File: config.mk
export PLATFORM = sky130hd
export DESIGN_NAME = cftu_top
export DESIGN_NICKNAME = d
export VERILOG_FILES = /design/src/hdl/cftu_pkg.sv /design/src/hdl/cftu_top.sv
export SDC_FILE = /design/constraint.sdc
export NUM_CORES = 1
export LEC_CHECK = 0
export ABC_AREA = 1
export BUFFER_PORTS_ARGS = -buffer_cell sky130_fd_sc_hd__buf_4
export CORE_MARGIN = 2
export CORE_UTILIZATION = 61
export CTS_CLUSTER_DIAMETER = 80
export DETAILED_ROUTE_END_ITERATION = 10
export PLACE_DENSITY = 0.87
export SYNTH_ARGS = -nofsm -noshare
export SYNTH_HDL_FRONTEND = slang
export SYNTH_SLANG_ARGS = --single-unit
File: constraint.sdc
create_clock -name clock -period 3 [get_ports clock]
set_input_delay 0.3 -clock clock [delete_from_list [all_inputs] [get_ports clock]]
set_output_delay 0.3 -clock clock [all_outputs]
set_load 0.03 [all_outputs]
File: src/hdl/cftu_pkg.sv
/*
 * Constants, register map and instruction encodings of the compare and
 * trap unit. Assumes a 32-bit AXI4-Lite register bus on the core clock.
 */
package cftu_pkg;
    // Register byte offsets
    localparam logic [7:0] CFTU_OFF_INSTR  = 8'h00;
    localparam logic [7:0] CFTU_OFF_OPA    = 8'h04;
    localparam logic [7:0] CFTU_OFF_OPB    = 8'h08;
    localparam logic [7:0] CFTU_OFF_QREG   = 8'h0c;
    localparam logic [7:0] CFTU_OFF_SP     = 8'h10;
    localparam logic [7:0] CFTU_OFF_RESULT = 8'h14;
    localparam logic [7:0] CFTU_OFF_STATUS = 8'h18;
    localparam logic [7:0] CFTU_OFF_PTRA   = 8'h1c;
    localparam logic [7:0] CFTU_OFF_PTRB   = 8'h20;
    localparam logic [7:0] CFTU_OFF_PTRC   = 8'h24;
    localparam logic [7:0] CFTU_OFF_ROUND  = 8'h28;

    // Opcodes, register forms; bit 0 of a compare opcode is the M bit
    localparam logic [7:0] CFTU_OP_BYTECMP = 8'h2e;
    localparam logic [7:0] CFTU_OP_CMPEQ   = 8'h60;
    localparam logic [7:0] CFTU_OP_CMPGEU  = 8'h4e;
    localparam logic [7:0] CFTU_OP_CMPGTU  = 8'h4a;
    localparam logic [7:0] CFTU_OP_CMPLE   = 8'h44;
    localparam logic [7:0] CFTU_OP_CMPLTU  = 8'h42;
    localparam logic [7:0] CFTU_OP_CMPNE   = 8'h62;
    localparam logic [7:0] CFTU_OP_CONV    = 8'he4;
    localparam logic [7:0] CFTU_OP_DBLADD  = 8'hf4;
    localparam logic [7:0] CFTU_OP_DBLEQ   = 8'heb;
    localparam logic [7:0] CFTU_OP_DBLGE   = 8'hef;
    localparam logic [7:0] CFTU_OP_DIVU    = 8'h6a;

    // Trap vectors raised for unexecuted instructions (arbitrary values)
    localparam logic [7:0] CFTU_VEC_CONV   = 8'h28;
    localparam logic [7:0] CFTU_VEC_DBLADD = 8'h29;
    localparam logic [7:0] CFTU_VEC_DBLEQ  = 8'h2a;
    localparam logic [7:0] CFTU_VEC_DBLGE  = 8'h2b;
    localparam logic [7:0] CFTU_VEC_DIVU  = 8'h2c;
    localparam logic [7:0] CFTU_VEC_ILL   = 8'h2d;

    // Boolean words
    localparam logic [31:0] CFTU_TRUE  = 32'h8000_0000;
    localparam logic [31:0] CFTU_FALSE = 32'h0000_0000;

    // Conversion field layout inside the 8-bit operand field
    localparam int CFTU_USEL_BIT = 7;
    localparam int CFTU_ROUND_HI = 6;
    localparam int CFTU_ROUND_LO = 4;
    localparam int CFTU_DFMT_HI  = 3;
    localparam int CFTU_DFMT_LO  = 2;
    localparam int CFTU_SFMT_HI  = 1;
    localparam int CFTU_SFMT_LO  = 0;

    // Rounding and format codes
    localparam logic [2:0] CFTU_RMODE_NEAR = 3'h0;
    localparam logic [2:0] CFTU_RMODE_MINF = 3'h1;
    localparam logic [2:0] CFTU_RMODE_PINF = 3'h2;
    localparam logic [2:0] CFTU_RMODE_ZERO = 3'h3;
    localparam logic [2:0] CFTU_RMODE_ENV  = 3'h4;
    localparam logic [1:0] CFTU_FMT_INT  = 2'h0;
    localparam logic [1:0] CFTU_FMT_SGL  = 2'h1;
    localparam logic [1:0] CFTU_FMT_DBL  = 2'h2;
    localparam logic [1:0] CFTU_FMT_RSV  = 2'h3;

    // Status register bit positions
    localparam int CFTU_ST_DONE   = 0;
    localparam int CFTU_ST_TRAP   = 1;
    localparam int CFTU_ST_RNDRSV = 2;
    localparam int CFTU_ST_FMTRSV = 3;
    localparam int CFTU_ST_SAMEF  = 4;
    localparam int CFTU_ST_VEC_LO = 8;

    // AXI responses
    localparam logic [1:0] CFTU_RESP_OKAY   = 2'h0;
    localparam logic [1:0] CFTU_RESP_DECERR = 2'h3;
endpackage : cftu_pkg

File: src/hdl/cftu_top.sv
/*
 * Compare and trap unit: integer compares execute, conversion, double
 * add/compare and unsigned divide raise traps that load the indirect
 * pointers. Assumes one clock, synchronous active-low reset and an
 * AXI4-Lite master that keeps to the usual valid/ready rules.
 */
// What this block does
// - Byte compare writes true if any of four byte lanes match.
// - Equal compare writes true when both 32-bit operands are identical.
// - Unsigned greater-or-equal compare writes true when first is not smaller.
// - Unsigned greater-than compare writes true only on strict excess.
// - Signed less-or-equal compare writes true when first is not greater.
// - Unsigned less-than compare writes true only when first is smaller.
// - Not-equal compare writes true when any bit differs.
// - M bit selects register operand or zero-extended 8-bit immediate.
// - Conversion traps; pointers get source, packed field, destination.
// - With unsigned select set, second pointer holds field plus stack pointer.
// - Conversion between like formats has no defined result.
// - Double add traps, pointers reference both sources and destination.
// - Double equal traps, pointers reference both sources and destination.
// - Double greater-or-equal traps, pointers reference sources and destination.
// - Double compares do not depend on environment rounding mode.
// - Unsigned divide of helper-register high half over first operand is left to the trap handler.
// - Unsigned divide traps, pointers reference sources and destination.
// - Rounding field codes 0-4 defined, 5-7 reserved.
// - Format codes integer, single, double; code 3 reserved.
module cftu_top
    import cftu_pkg::*;
(
    // Clock and reset
    input  wire logic        clock,
    input  wire logic        reset_n,
    // AXI4-Lite write address and data
    input  wire logic        s_axi_awvalid,
    output logic             s_axi_awready,
    input  wire logic [7:0]  s_axi_awaddr,
    input  wire logic        s_axi_wvalid,
    output logic             s_axi_wready,
    input  wire logic [31:0] s_axi_wdata,
    input  wire logic [3:0]  s_axi_wstrb,
    // AXI4-Lite write response
    output logic             s_axi_bvalid,
    input  wire logic        s_axi_bready,
    output logic [1:0]       s_axi_bresp,
    // AXI4-Lite read
    input  wire logic        s_axi_arvalid,
    output logic             s_axi_arready,
    input  wire logic [7:0]  s_axi_araddr,
    output logic             s_axi_rvalid,
    input  wire logic        s_axi_rready,
    output logic [31:0]      s_axi_rdata,
    output logic [1:0]       s_axi_rresp
);
    typedef struct packed {
        logic        aw_have;
        logic [7:0]  aw_addr;
        logic        w_have;
        logic [31:0] w_data;
        logic [3:0]  w_strb;
        logic        bvalid;
        logic [1:0]  bresp;
        logic        rvalid;
        logic [31:0] rdata;
        logic [1:0]  rresp;
        logic        launch;
        logic [31:0] instr;
        logic [31:0] op_a;
        logic [31:0] op_b;
        logic [31:0] q_reg;
        logic [31:0] stack_ptr;
        logic [2:0]  env_round;
        logic [31:0] result;
        logic        done;
        logic        trap;
        logic [7:0]  vec;
        logic        rnd_rsv;
        logic        fmt_rsv;
        logic        same_fmt;
        logic [31:0] ptr_a;
        logic [31:0] ptr_b;
        logic [31:0] ptr_c;
    } cftu_state_t;

    cftu_state_t s_q;
    cftu_state_t s_d;

    // Instruction fields
    logic [7:0]  opcode;
    logic [7:0]  rc_num;
    logic [7:0]  ra_num;
    logic [7:0]  rb_field;
    logic [31:0] src_b;
    logic [3:0]  lane_eq;
    logic [31:0] status_word;
    logic [7:0]  conv_field;
    logic        do_write;
    logic [31:0] wmask;

    assign opcode   = s_q.instr[31:24];
    assign rc_num   = s_q.instr[23:16];
    assign ra_num   = s_q.instr[15:8];
    assign rb_field = s_q.instr[7:0];
    assign conv_field = rb_field;

    // operand select: register or zero-extended immediate
    assign src_b = opcode[0] ? {24'h00_0000, rb_field} : s_q.op_b;

    // Per-lane byte equality
    generate
        for (genvar i = 0; i < 4; i++) begin : g_lane
            assign lane_eq[i] = s_q.op_a[8*i +: 8] == src_b[8*i +: 8];
        end
    endgenerate

    assign do_write = s_q.aw_have && s_q.w_have && !s_q.bvalid;
    generate
        for (genvar j = 0; j < 4; j++) begin : g_strb
            assign wmask[8*j +: 8] = {8{s_q.w_strb[j]}};
        end
    endgenerate

    always_comb begin
        status_word = 32'h0000_0000;
        status_word[CFTU_ST_DONE]   = s_q.done;
        status_word[CFTU_ST_TRAP]   = s_q.trap;
        status_word[CFTU_ST_RNDRSV] = s_q.rnd_rsv;
        status_word[CFTU_ST_FMTRSV] = s_q.fmt_rsv;
        status_word[CFTU_ST_SAMEF]  = s_q.same_fmt;
        status_word[CFTU_ST_VEC_LO +: 8] = s_q.vec;
    end

    // Next state: bus slave, register file and execution
    always_comb begin
        s_d = s_q;
        s_d.launch = 1'b0;
        // Address and data taken independently, in either order
        if (s_axi_awvalid && !s_q.aw_have) begin
            s_d.aw_have = 1'b1;
            s_d.aw_addr = s_axi_awaddr;
        end
        if (s_axi_wvalid && !s_q.w_have) begin
            s_d.w_have = 1'b1;
            s_d.w_data = s_axi_wdata;
            s_d.w_strb = s_axi_wstrb;
        end
        if (s_q.bvalid && s_axi_bready) begin
            s_d.bvalid = 1'b0;
        end
        if (do_write) begin
            s_d.aw_have = 1'b0;
            s_d.w_have  = 1'b0;
            s_d.bvalid  = 1'b1;
            s_d.bresp   = CFTU_RESP_OKAY;
            unique case ({s_q.aw_addr[7:2], 2'b00})
                CFTU_OFF_INSTR: begin
                    s_d.instr  = (s_q.instr & ~wmask) | (s_q.w_data & wmask);
                    s_d.launch = 1'b1;
                    s_d.done   = 1'b0;
                end
                CFTU_OFF_OPA:
                    s_d.op_a = (s_q.op_a & ~wmask) | (s_q.w_data & wmask);
                CFTU_OFF_OPB:
                    s_d.op_b = (s_q.op_b & ~wmask) | (s_q.w_data & wmask);
                CFTU_OFF_QREG:
                    s_d.q_reg = (s_q.q_reg & ~wmask) | (s_q.w_data & wmask);
                CFTU_OFF_SP:
                    s_d.stack_ptr = (s_q.stack_ptr & ~wmask)
                                  | (s_q.w_data & wmask);
                CFTU_OFF_ROUND: begin
                    if (s_q.w_strb[0]) begin
                        s_d.env_round = s_q.w_data[2:0];
                    end
                end
                CFTU_OFF_RESULT, CFTU_OFF_STATUS, CFTU_OFF_PTRA,
                CFTU_OFF_PTRB, CFTU_OFF_PTRC: ;  // Read-only, write ignored
                default: s_d.bresp = CFTU_RESP_DECERR;
            endcase
        end
        // Read channel, one outstanding
        if (s_q.rvalid && s_axi_rready) begin
            s_d.rvalid = 1'b0;
        end
        if (s_axi_arvalid && !s_q.rvalid) begin
            s_d.rvalid = 1'b1;
            s_d.rresp  = CFTU_RESP_OKAY;
            unique case ({s_axi_araddr[7:2], 2'b00})
                CFTU_OFF_INSTR:  s_d.rdata = s_q.instr;
                CFTU_OFF_OPA:    s_d.rdata = s_q.op_a;
                CFTU_OFF_OPB:    s_d.rdata = s_q.op_b;
                CFTU_OFF_QREG:   s_d.rdata = s_q.q_reg;
                CFTU_OFF_SP:     s_d.rdata = s_q.stack_ptr;
                CFTU_OFF_RESULT: s_d.rdata = s_q.result;
                CFTU_OFF_STATUS: s_d.rdata = status_word;
                CFTU_OFF_PTRA:   s_d.rdata = s_q.ptr_a;
                CFTU_OFF_PTRB:   s_d.rdata = s_q.ptr_b;
                CFTU_OFF_PTRC:   s_d.rdata = s_q.ptr_c;
                CFTU_OFF_ROUND:  s_d.rdata = {29'h0, s_q.env_round};
                default: begin
                    s_d.rdata = 32'h0000_0000;
                    s_d.rresp = CFTU_RESP_DECERR;
                end
            endcase
        end
        // Execute the instruction written one cycle earlier
        if (s_q.launch) begin
            s_d.done     = 1'b1;
            s_d.trap     = 1'b0;
            s_d.vec      = 8'h00;
            s_d.rnd_rsv  = 1'b0;
            s_d.fmt_rsv  = 1'b0;
            s_d.same_fmt = 1'b0;
            unique case ({opcode[7:1], 1'b0})
                CFTU_OP_BYTECMP:
                    s_d.result = |lane_eq ? CFTU_TRUE : CFTU_FALSE;
                CFTU_OP_CMPEQ:
                    s_d.result = s_q.op_a == src_b ? CFTU_TRUE : CFTU_FALSE;
                CFTU_OP_CMPNE:
                    s_d.result = s_q.op_a != src_b ? CFTU_TRUE : CFTU_FALSE;
                CFTU_OP_CMPGEU:
                    s_d.result = s_q.op_a >= src_b ? CFTU_TRUE : CFTU_FALSE;
                CFTU_OP_CMPGTU:
                    s_d.result = s_q.op_a > src_b ? CFTU_TRUE : CFTU_FALSE;
                CFTU_OP_CMPLE:
                    s_d.result = $signed(s_q.op_a) <= $signed(src_b)
                               ? CFTU_TRUE : CFTU_FALSE;
                CFTU_OP_CMPLTU:
                    s_d.result = s_q.op_a < src_b ? CFTU_TRUE : CFTU_FALSE;
                default: begin
                    s_d.trap  = 1'b1;
                    s_d.ptr_a = {24'h00_0000, ra_num};
                    s_d.ptr_b = {24'h00_0000, rb_field};
                    s_d.ptr_c = {24'h00_0000, rc_num};
                    unique case (opcode)
                        CFTU_OP_CONV: begin
                            s_d.vec = CFTU_VEC_CONV;
                            s_d.ptr_b = conv_field[CFTU_USEL_BIT]
                                ? {24'h00_0000, conv_field} + s_q.stack_ptr
                                : {24'h00_0000, conv_field};
                            s_d.rnd_rsv =
                                conv_field[CFTU_ROUND_HI:CFTU_ROUND_LO]
                                > CFTU_RMODE_ENV;
                            s_d.fmt_rsv =
                                conv_field[CFTU_DFMT_HI:CFTU_DFMT_LO]
                                == CFTU_FMT_RSV
                                || conv_field[CFTU_SFMT_HI:CFTU_SFMT_LO]
                                == CFTU_FMT_RSV;
                            s_d.same_fmt =
                                conv_field[CFTU_DFMT_HI:CFTU_DFMT_LO]
                                == conv_field[CFTU_SFMT_HI:CFTU_SFMT_LO];
                        end
                        CFTU_OP_DBLADD: s_d.vec = CFTU_VEC_DBLADD;
                        // double equal trap, no rounding use
                        CFTU_OP_DBLEQ:  s_d.vec = CFTU_VEC_DBLEQ;
                        // double ge trap, no rounding use
                        CFTU_OP_DBLGE:  s_d.vec = CFTU_VEC_DBLGE;
                        // divide of helper:first left to handler
                        CFTU_OP_DIVU: s_d.vec = CFTU_VEC_DIVU;
                        default:      s_d.vec = CFTU_VEC_ILL;
                    endcase
                end
            endcase
        end
    end

    // State register
    always_ff @(posedge clock) begin
        if (!reset_n) begin
            s_q <= '0;
        end else begin
            s_q <= s_d;
        end
    end

    assign s_axi_awready = !s_q.aw_have;
    assign s_axi_wready  = !s_q.w_have;
    assign s_axi_bvalid  = s_q.bvalid;
    assign s_axi_bresp   = s_q.bresp;
    assign s_axi_arready = !s_q.rvalid;
    assign s_axi_rvalid  = s_q.rvalid;
    assign s_axi_rdata   = s_q.rdata;
    assign s_axi_rresp   = s_q.rresp;
endmodule : cftu_top

Word-level counts from Yosys, hierarchy flattened
Index checks and enable logic that the tools add are counted.
Cells by class
  $add $sub $neg: 1
  magnitude comparators: 5
  equality and inequality tests: 41
  mux-type cells: 25
  bitwise operators: 14
  reductions and logical operators: 34
Operators by type and width (count)
  $pmux 32 s11: 1
  $mux 32: 10
  $pmux 32 s7: 1
  $and 32x32->32: 6
  $or 32x32->32: 5
  $mux 109: 1
  $mux 108: 1
  $eq 6x3->1 const B: 8
  $eq 7x6->1 const B: 6
  $eq 6x4->1 const B: 6
  $mux 35: 1
  $mux 33: 1
  $add 8x32->32: 1
  $eq 32x32->1: 1
  $eq 8x8->1: 4
  $eq 8x8->1 const B: 4
  $ge 32x32->1: 1
  $gt 32x32->1: 1
  $le 32x32->1: 1
  $lt 32x32->1: 1
  $ne 32x32->1: 1
  $not 32->32: 1
  $eq 6x2->1 const B: 4
  $reduce_or 11->1: 2
  other kinds (22): 51
Word-level totals
  flip-flop bits (word level): 341

Depth between registers and ports, before layout
  word-level depth: 5
  depth in mapped cells: 20
  gate-level depth less buffers: 18

Least setup slack after synthesis
No wires, ideal clock.
  path kind: register -> register
  start: reg with a tool-made name
  end: reg s_q[140] (netlist name)
  library setup time: 112 ps
  arrival: 2434 ps
  data required time: 2888 ps
  path slack: 454 ps
  cell stages (with the launch flop): 20
  buffers on the path: 3
  period minus slack after synthesis: 2546 ps
  cells stage by stage: dfxtp_1 clkbuf_1 inv_1 clkbuf_1 buf_1 nand2_1 ha_1 nand2_1 nor2_1 nand3_1 nor2_1 nand2_1 nand2_1 nand2_1 a21oi_1 nand2_1 nor2_1 nand2_1 nand2_1 nand2_1
RTL lines
  end signal, assigned: RTL line cftu_top.sv:268  | s_q <= '0;
  end signal, assigned: RTL line cftu_top.sv:270  | s_q <= s_d;
  end, declared: RTL line cftu_top.sv:84  | cftu_state_t s_q;

==> impl_results.md <==
* Run status: finished, final reports clean
* Crit share post-route at 88.53%
* Final setup TNS at 0 ns
* Post-synthesis xor/xnor area fraction at 0.5416%
* Post-DP HPWL at 31.78 mm
* Top cells by area in the synthesized netlist: dfxtp_1 (41%), a21oi_1 (11%), nand2_1 (9.2%)
* TritonCTS clock tree: yes
* Synth Area in Adders at approximately 3.6%
* Post-synthesis mux area share at 0%
* Cells after Synth at 2043
* Post-synth EDFFs at 0
* CP Max Fanout at 29
* Req. time, crit path at between 3 and 4 ns
* DRC violations left at 0
* Fin. max-slew vios at 0
* Final Wtd Congestion at just over 1
* Final worst slack at around 0.34 ns
* Setup Buffers After CTS at 0
* Port bufs at 95
* Diode count at 0
* Die Wd at 158.5 um
* Pre-Repair DR Iteration Count at 5
* Synth Area per Inst at around 7.1 um2
* CP endpoint kind: flip-flop
* Antenna violations before repair at 0
* Post-synthesis register bit count at ~300
* Root buffer cell: clkbuf_16
* Delay of the slowest cell on the worst path at approximately 0.45 ns
* Hold Worst Slack at roughly 0.007 ns
* HP Class: input port to flip-flop
* H-tree level count at 1
* Fill cells at about 2000
* Buf/Inv on CP at 2
* Synth Area in Simple Gates at a little under a fifth
* Final setup fails at 0
* Leakage power at approximately 6.3 nW
* Total track usage at a little over a third
* Antenna-violating nets left at 0
* Num rows at 56
* Yosys warning count at 0
* Most used DFF post-synth: dfxtp_1
* PD cells at 506.3 nW/um2
* Maxcap violations at 0
* Critical path arrival at between 3 and 4 ns
* Most common library cells after synthesis: nand2_1 (355), a21oi_1 (307), dfxtp_1 (301)
* Slew HR at between 30% and 40%
* Vias/cell at 5.937
* Most frequent cell after synthesis: nand2_1
* Post-Syn Area at 14550 um2
* Post-synth ARST share at 0%
* Library cells used by synthesis at 48
* Final Hold Viols at 0
* Initial Utilization at between 60% and 70%
* Largest net degree at the start of global routing at about 130
* Crit path cell chain: inv_1 > buf_12 > nand2_1 > ha_1 > nand2_1 > nor2_1 > nand2_1 > nor3_1 > nand2_1 > nand4_1 > nand2_1 > nor2_1 > nand2_1 > nand2_1 > nand2_1
* Final net count at approximately 2200
* Post-Place Worst Slack at between 0.3 and 0.4 ns
* Clk slew on worst S/H paths at approximately 0.07 ns
* RR Endpoint: s_q[140]
* CP most frequent cell: nand2_1
* Fin util at 70.50%
* Overflow after GRT at 0
* Max Fclk at 376.5 MHz
* CP max stage cell: dfxtp_1
* Reg2Reg Depth at 15
* Flop2flop setup slack at about 0.34 ns
* IO Pins at 100
* Skew final at 0.02032 ns
* Worst-Margin Slew at 0.9030 ns
* Core box area at about 23000 um2
* Largest area contributor in the netlist: dfxtp_1
* Post-synthesis sequential area ratio at about two fifths
* Compound-cell area share of the yosys netlist at approximately a quarter
* Clock Path Buffers at 3
* HP Start: s_axi_awvalid
* Net Count, Synth at about 2100
* Hold Crit Depth at 3
* Die height at ~160 um
* CP Launch Type: flip-flop
* Total CTS buffers at 31
* Combinational family with the most area after synthesis: compound AO/OA/AOI/OAI gates
* RSZ-0062 raised after global routing: no
* TritonCTS Sinks at about 300
* DR iter-0 viols at about 1800
* Routed via count at roughly 15000
* Die area at 25110 um2
* First-pass GRT wire length at 69.92 mm
* Clk Latency, worst-skew pair at roughly 0.58 ns
* Final wirelength at about 45 mm
* Share of cells above drive strength 1 at about a tenth
* Vias in the first global route at approximately 13000
* Synth top area share at 41.40%
* Min-Delay Endpoint: s_q[388]
* Area Growth Syn to Fin at 13.69%
* Tmin final at between 2 and 3 ns
* Crit path max-delay family: simple AND/OR/NAND/NOR gates
* Drt wl/cell at roughly 18 um
* Kind of critical path: flip-flop to flip-flop
* Peak VDD IR at 0.4225 mV
* Tot Pwr at 0.008378 W
[power by group]
part           switching [W]  internal, W
registers           0.000110      0.00406
clock network        0.00161      0.00211
logic               0.000315     0.000180
[kinds of logic (layout without fill, tap and decap cells)]
| kind of cell | count (synthesis) | in the layout |
|---|---|---|
| DFF | 301 | 301 |
| buffers and inverters | 387 | 470 |
| xor gates and xnor gates | 9 | 9 |
| and+or+nand+nor | 635 | 635 |
| adders and majority gates | 41 | 41 |
| AOI/OAI and AO/OA | 670 | 670 |
[placed cells by master (no fill, tap or decap), types with 18 or more instances in the layout]
cell type and count:
a21oi_1 307, buf_4 120, clkbuf_16 31, dfxtp_1 301, dlygate4sd3_1 33, ha_1 40, inv_1 245, nand2_1 355
nand3_1 68, nand4_1 18, nor2_1 148, o21ai_0 253, o22ai_1 48
[worst max path at each step]
| stage | cells past startpoint | endpoint | start | slack (ns) |
|---|---|---|---|---|
| after floorplan | 19 | s_q[140] | flip-flop | 0.45 |
| after global placement | 15 | s_q[140] | flip-flop | 0.38 |
| after detailed placement | 15 | s_q[140] | flip-flop | 0.33 |
| after CTS | 15 | s_q[140] | flip-flop | 0.34 |
| after global routing | 17 | s_q[140] | flip-flop | 0.04 |
| final | 15 | s_q[140] | flip-flop | 0.34 |
[per-layer routing]
layer  up-vias  share of wire [%]  GRT usage [%]
met5         -                  0              0
met4         0                3.5          10.90
met3       110                 12          5.226
met2       797                 43          54.91
met1      6698                 42          51.28
li1       6910                  -              -
[repair_timing]
action	4_1_cts	5_1_grt
endpoints found under the hold margin	33	0
gates resized for setup	0	0
endpoints found under the setup margin	0	0
hold buffers	33	0
[tightest hold or removal path: cells and delay by family]
| kind | cells | cell delay, ns |
|---|---|---|
| AO/OA/AOI/OAI | 1 | 0.12 |
| buffers and inverters | 2 | 0.12 |
[area by class of cell]
cell class / instances / area [um2] / share of cell area [%]
clock buffer: 46 / 882.1 / 5.331
clock inverter: 10 / 81.33 / 0.4915
inverter: 258 / 973.4 / 5.883
multi-input combinational: 1355 / 6894 / 41.66
sequential: 301 / 6026 / 36.42
tap: 319 / 399.1 / 2.412
timing repair buffer: 156 / 1291 / 7.803
[stage by stage]
| stage | area, um2 | cells |
|---|---|---|
| 2_1_floorplan | 14550 | 2043 |
| 3_3_place_gp | 15250 | 2356 |
| 3_5_place_dp | 15250 | 2356 |
| 4_1_cts | 16550 | 2445 |
| 5_1_grt | 16550 | 2445 |
| 6_report | 16550 | 2445 |
Power figures use the tool's default switching activity.
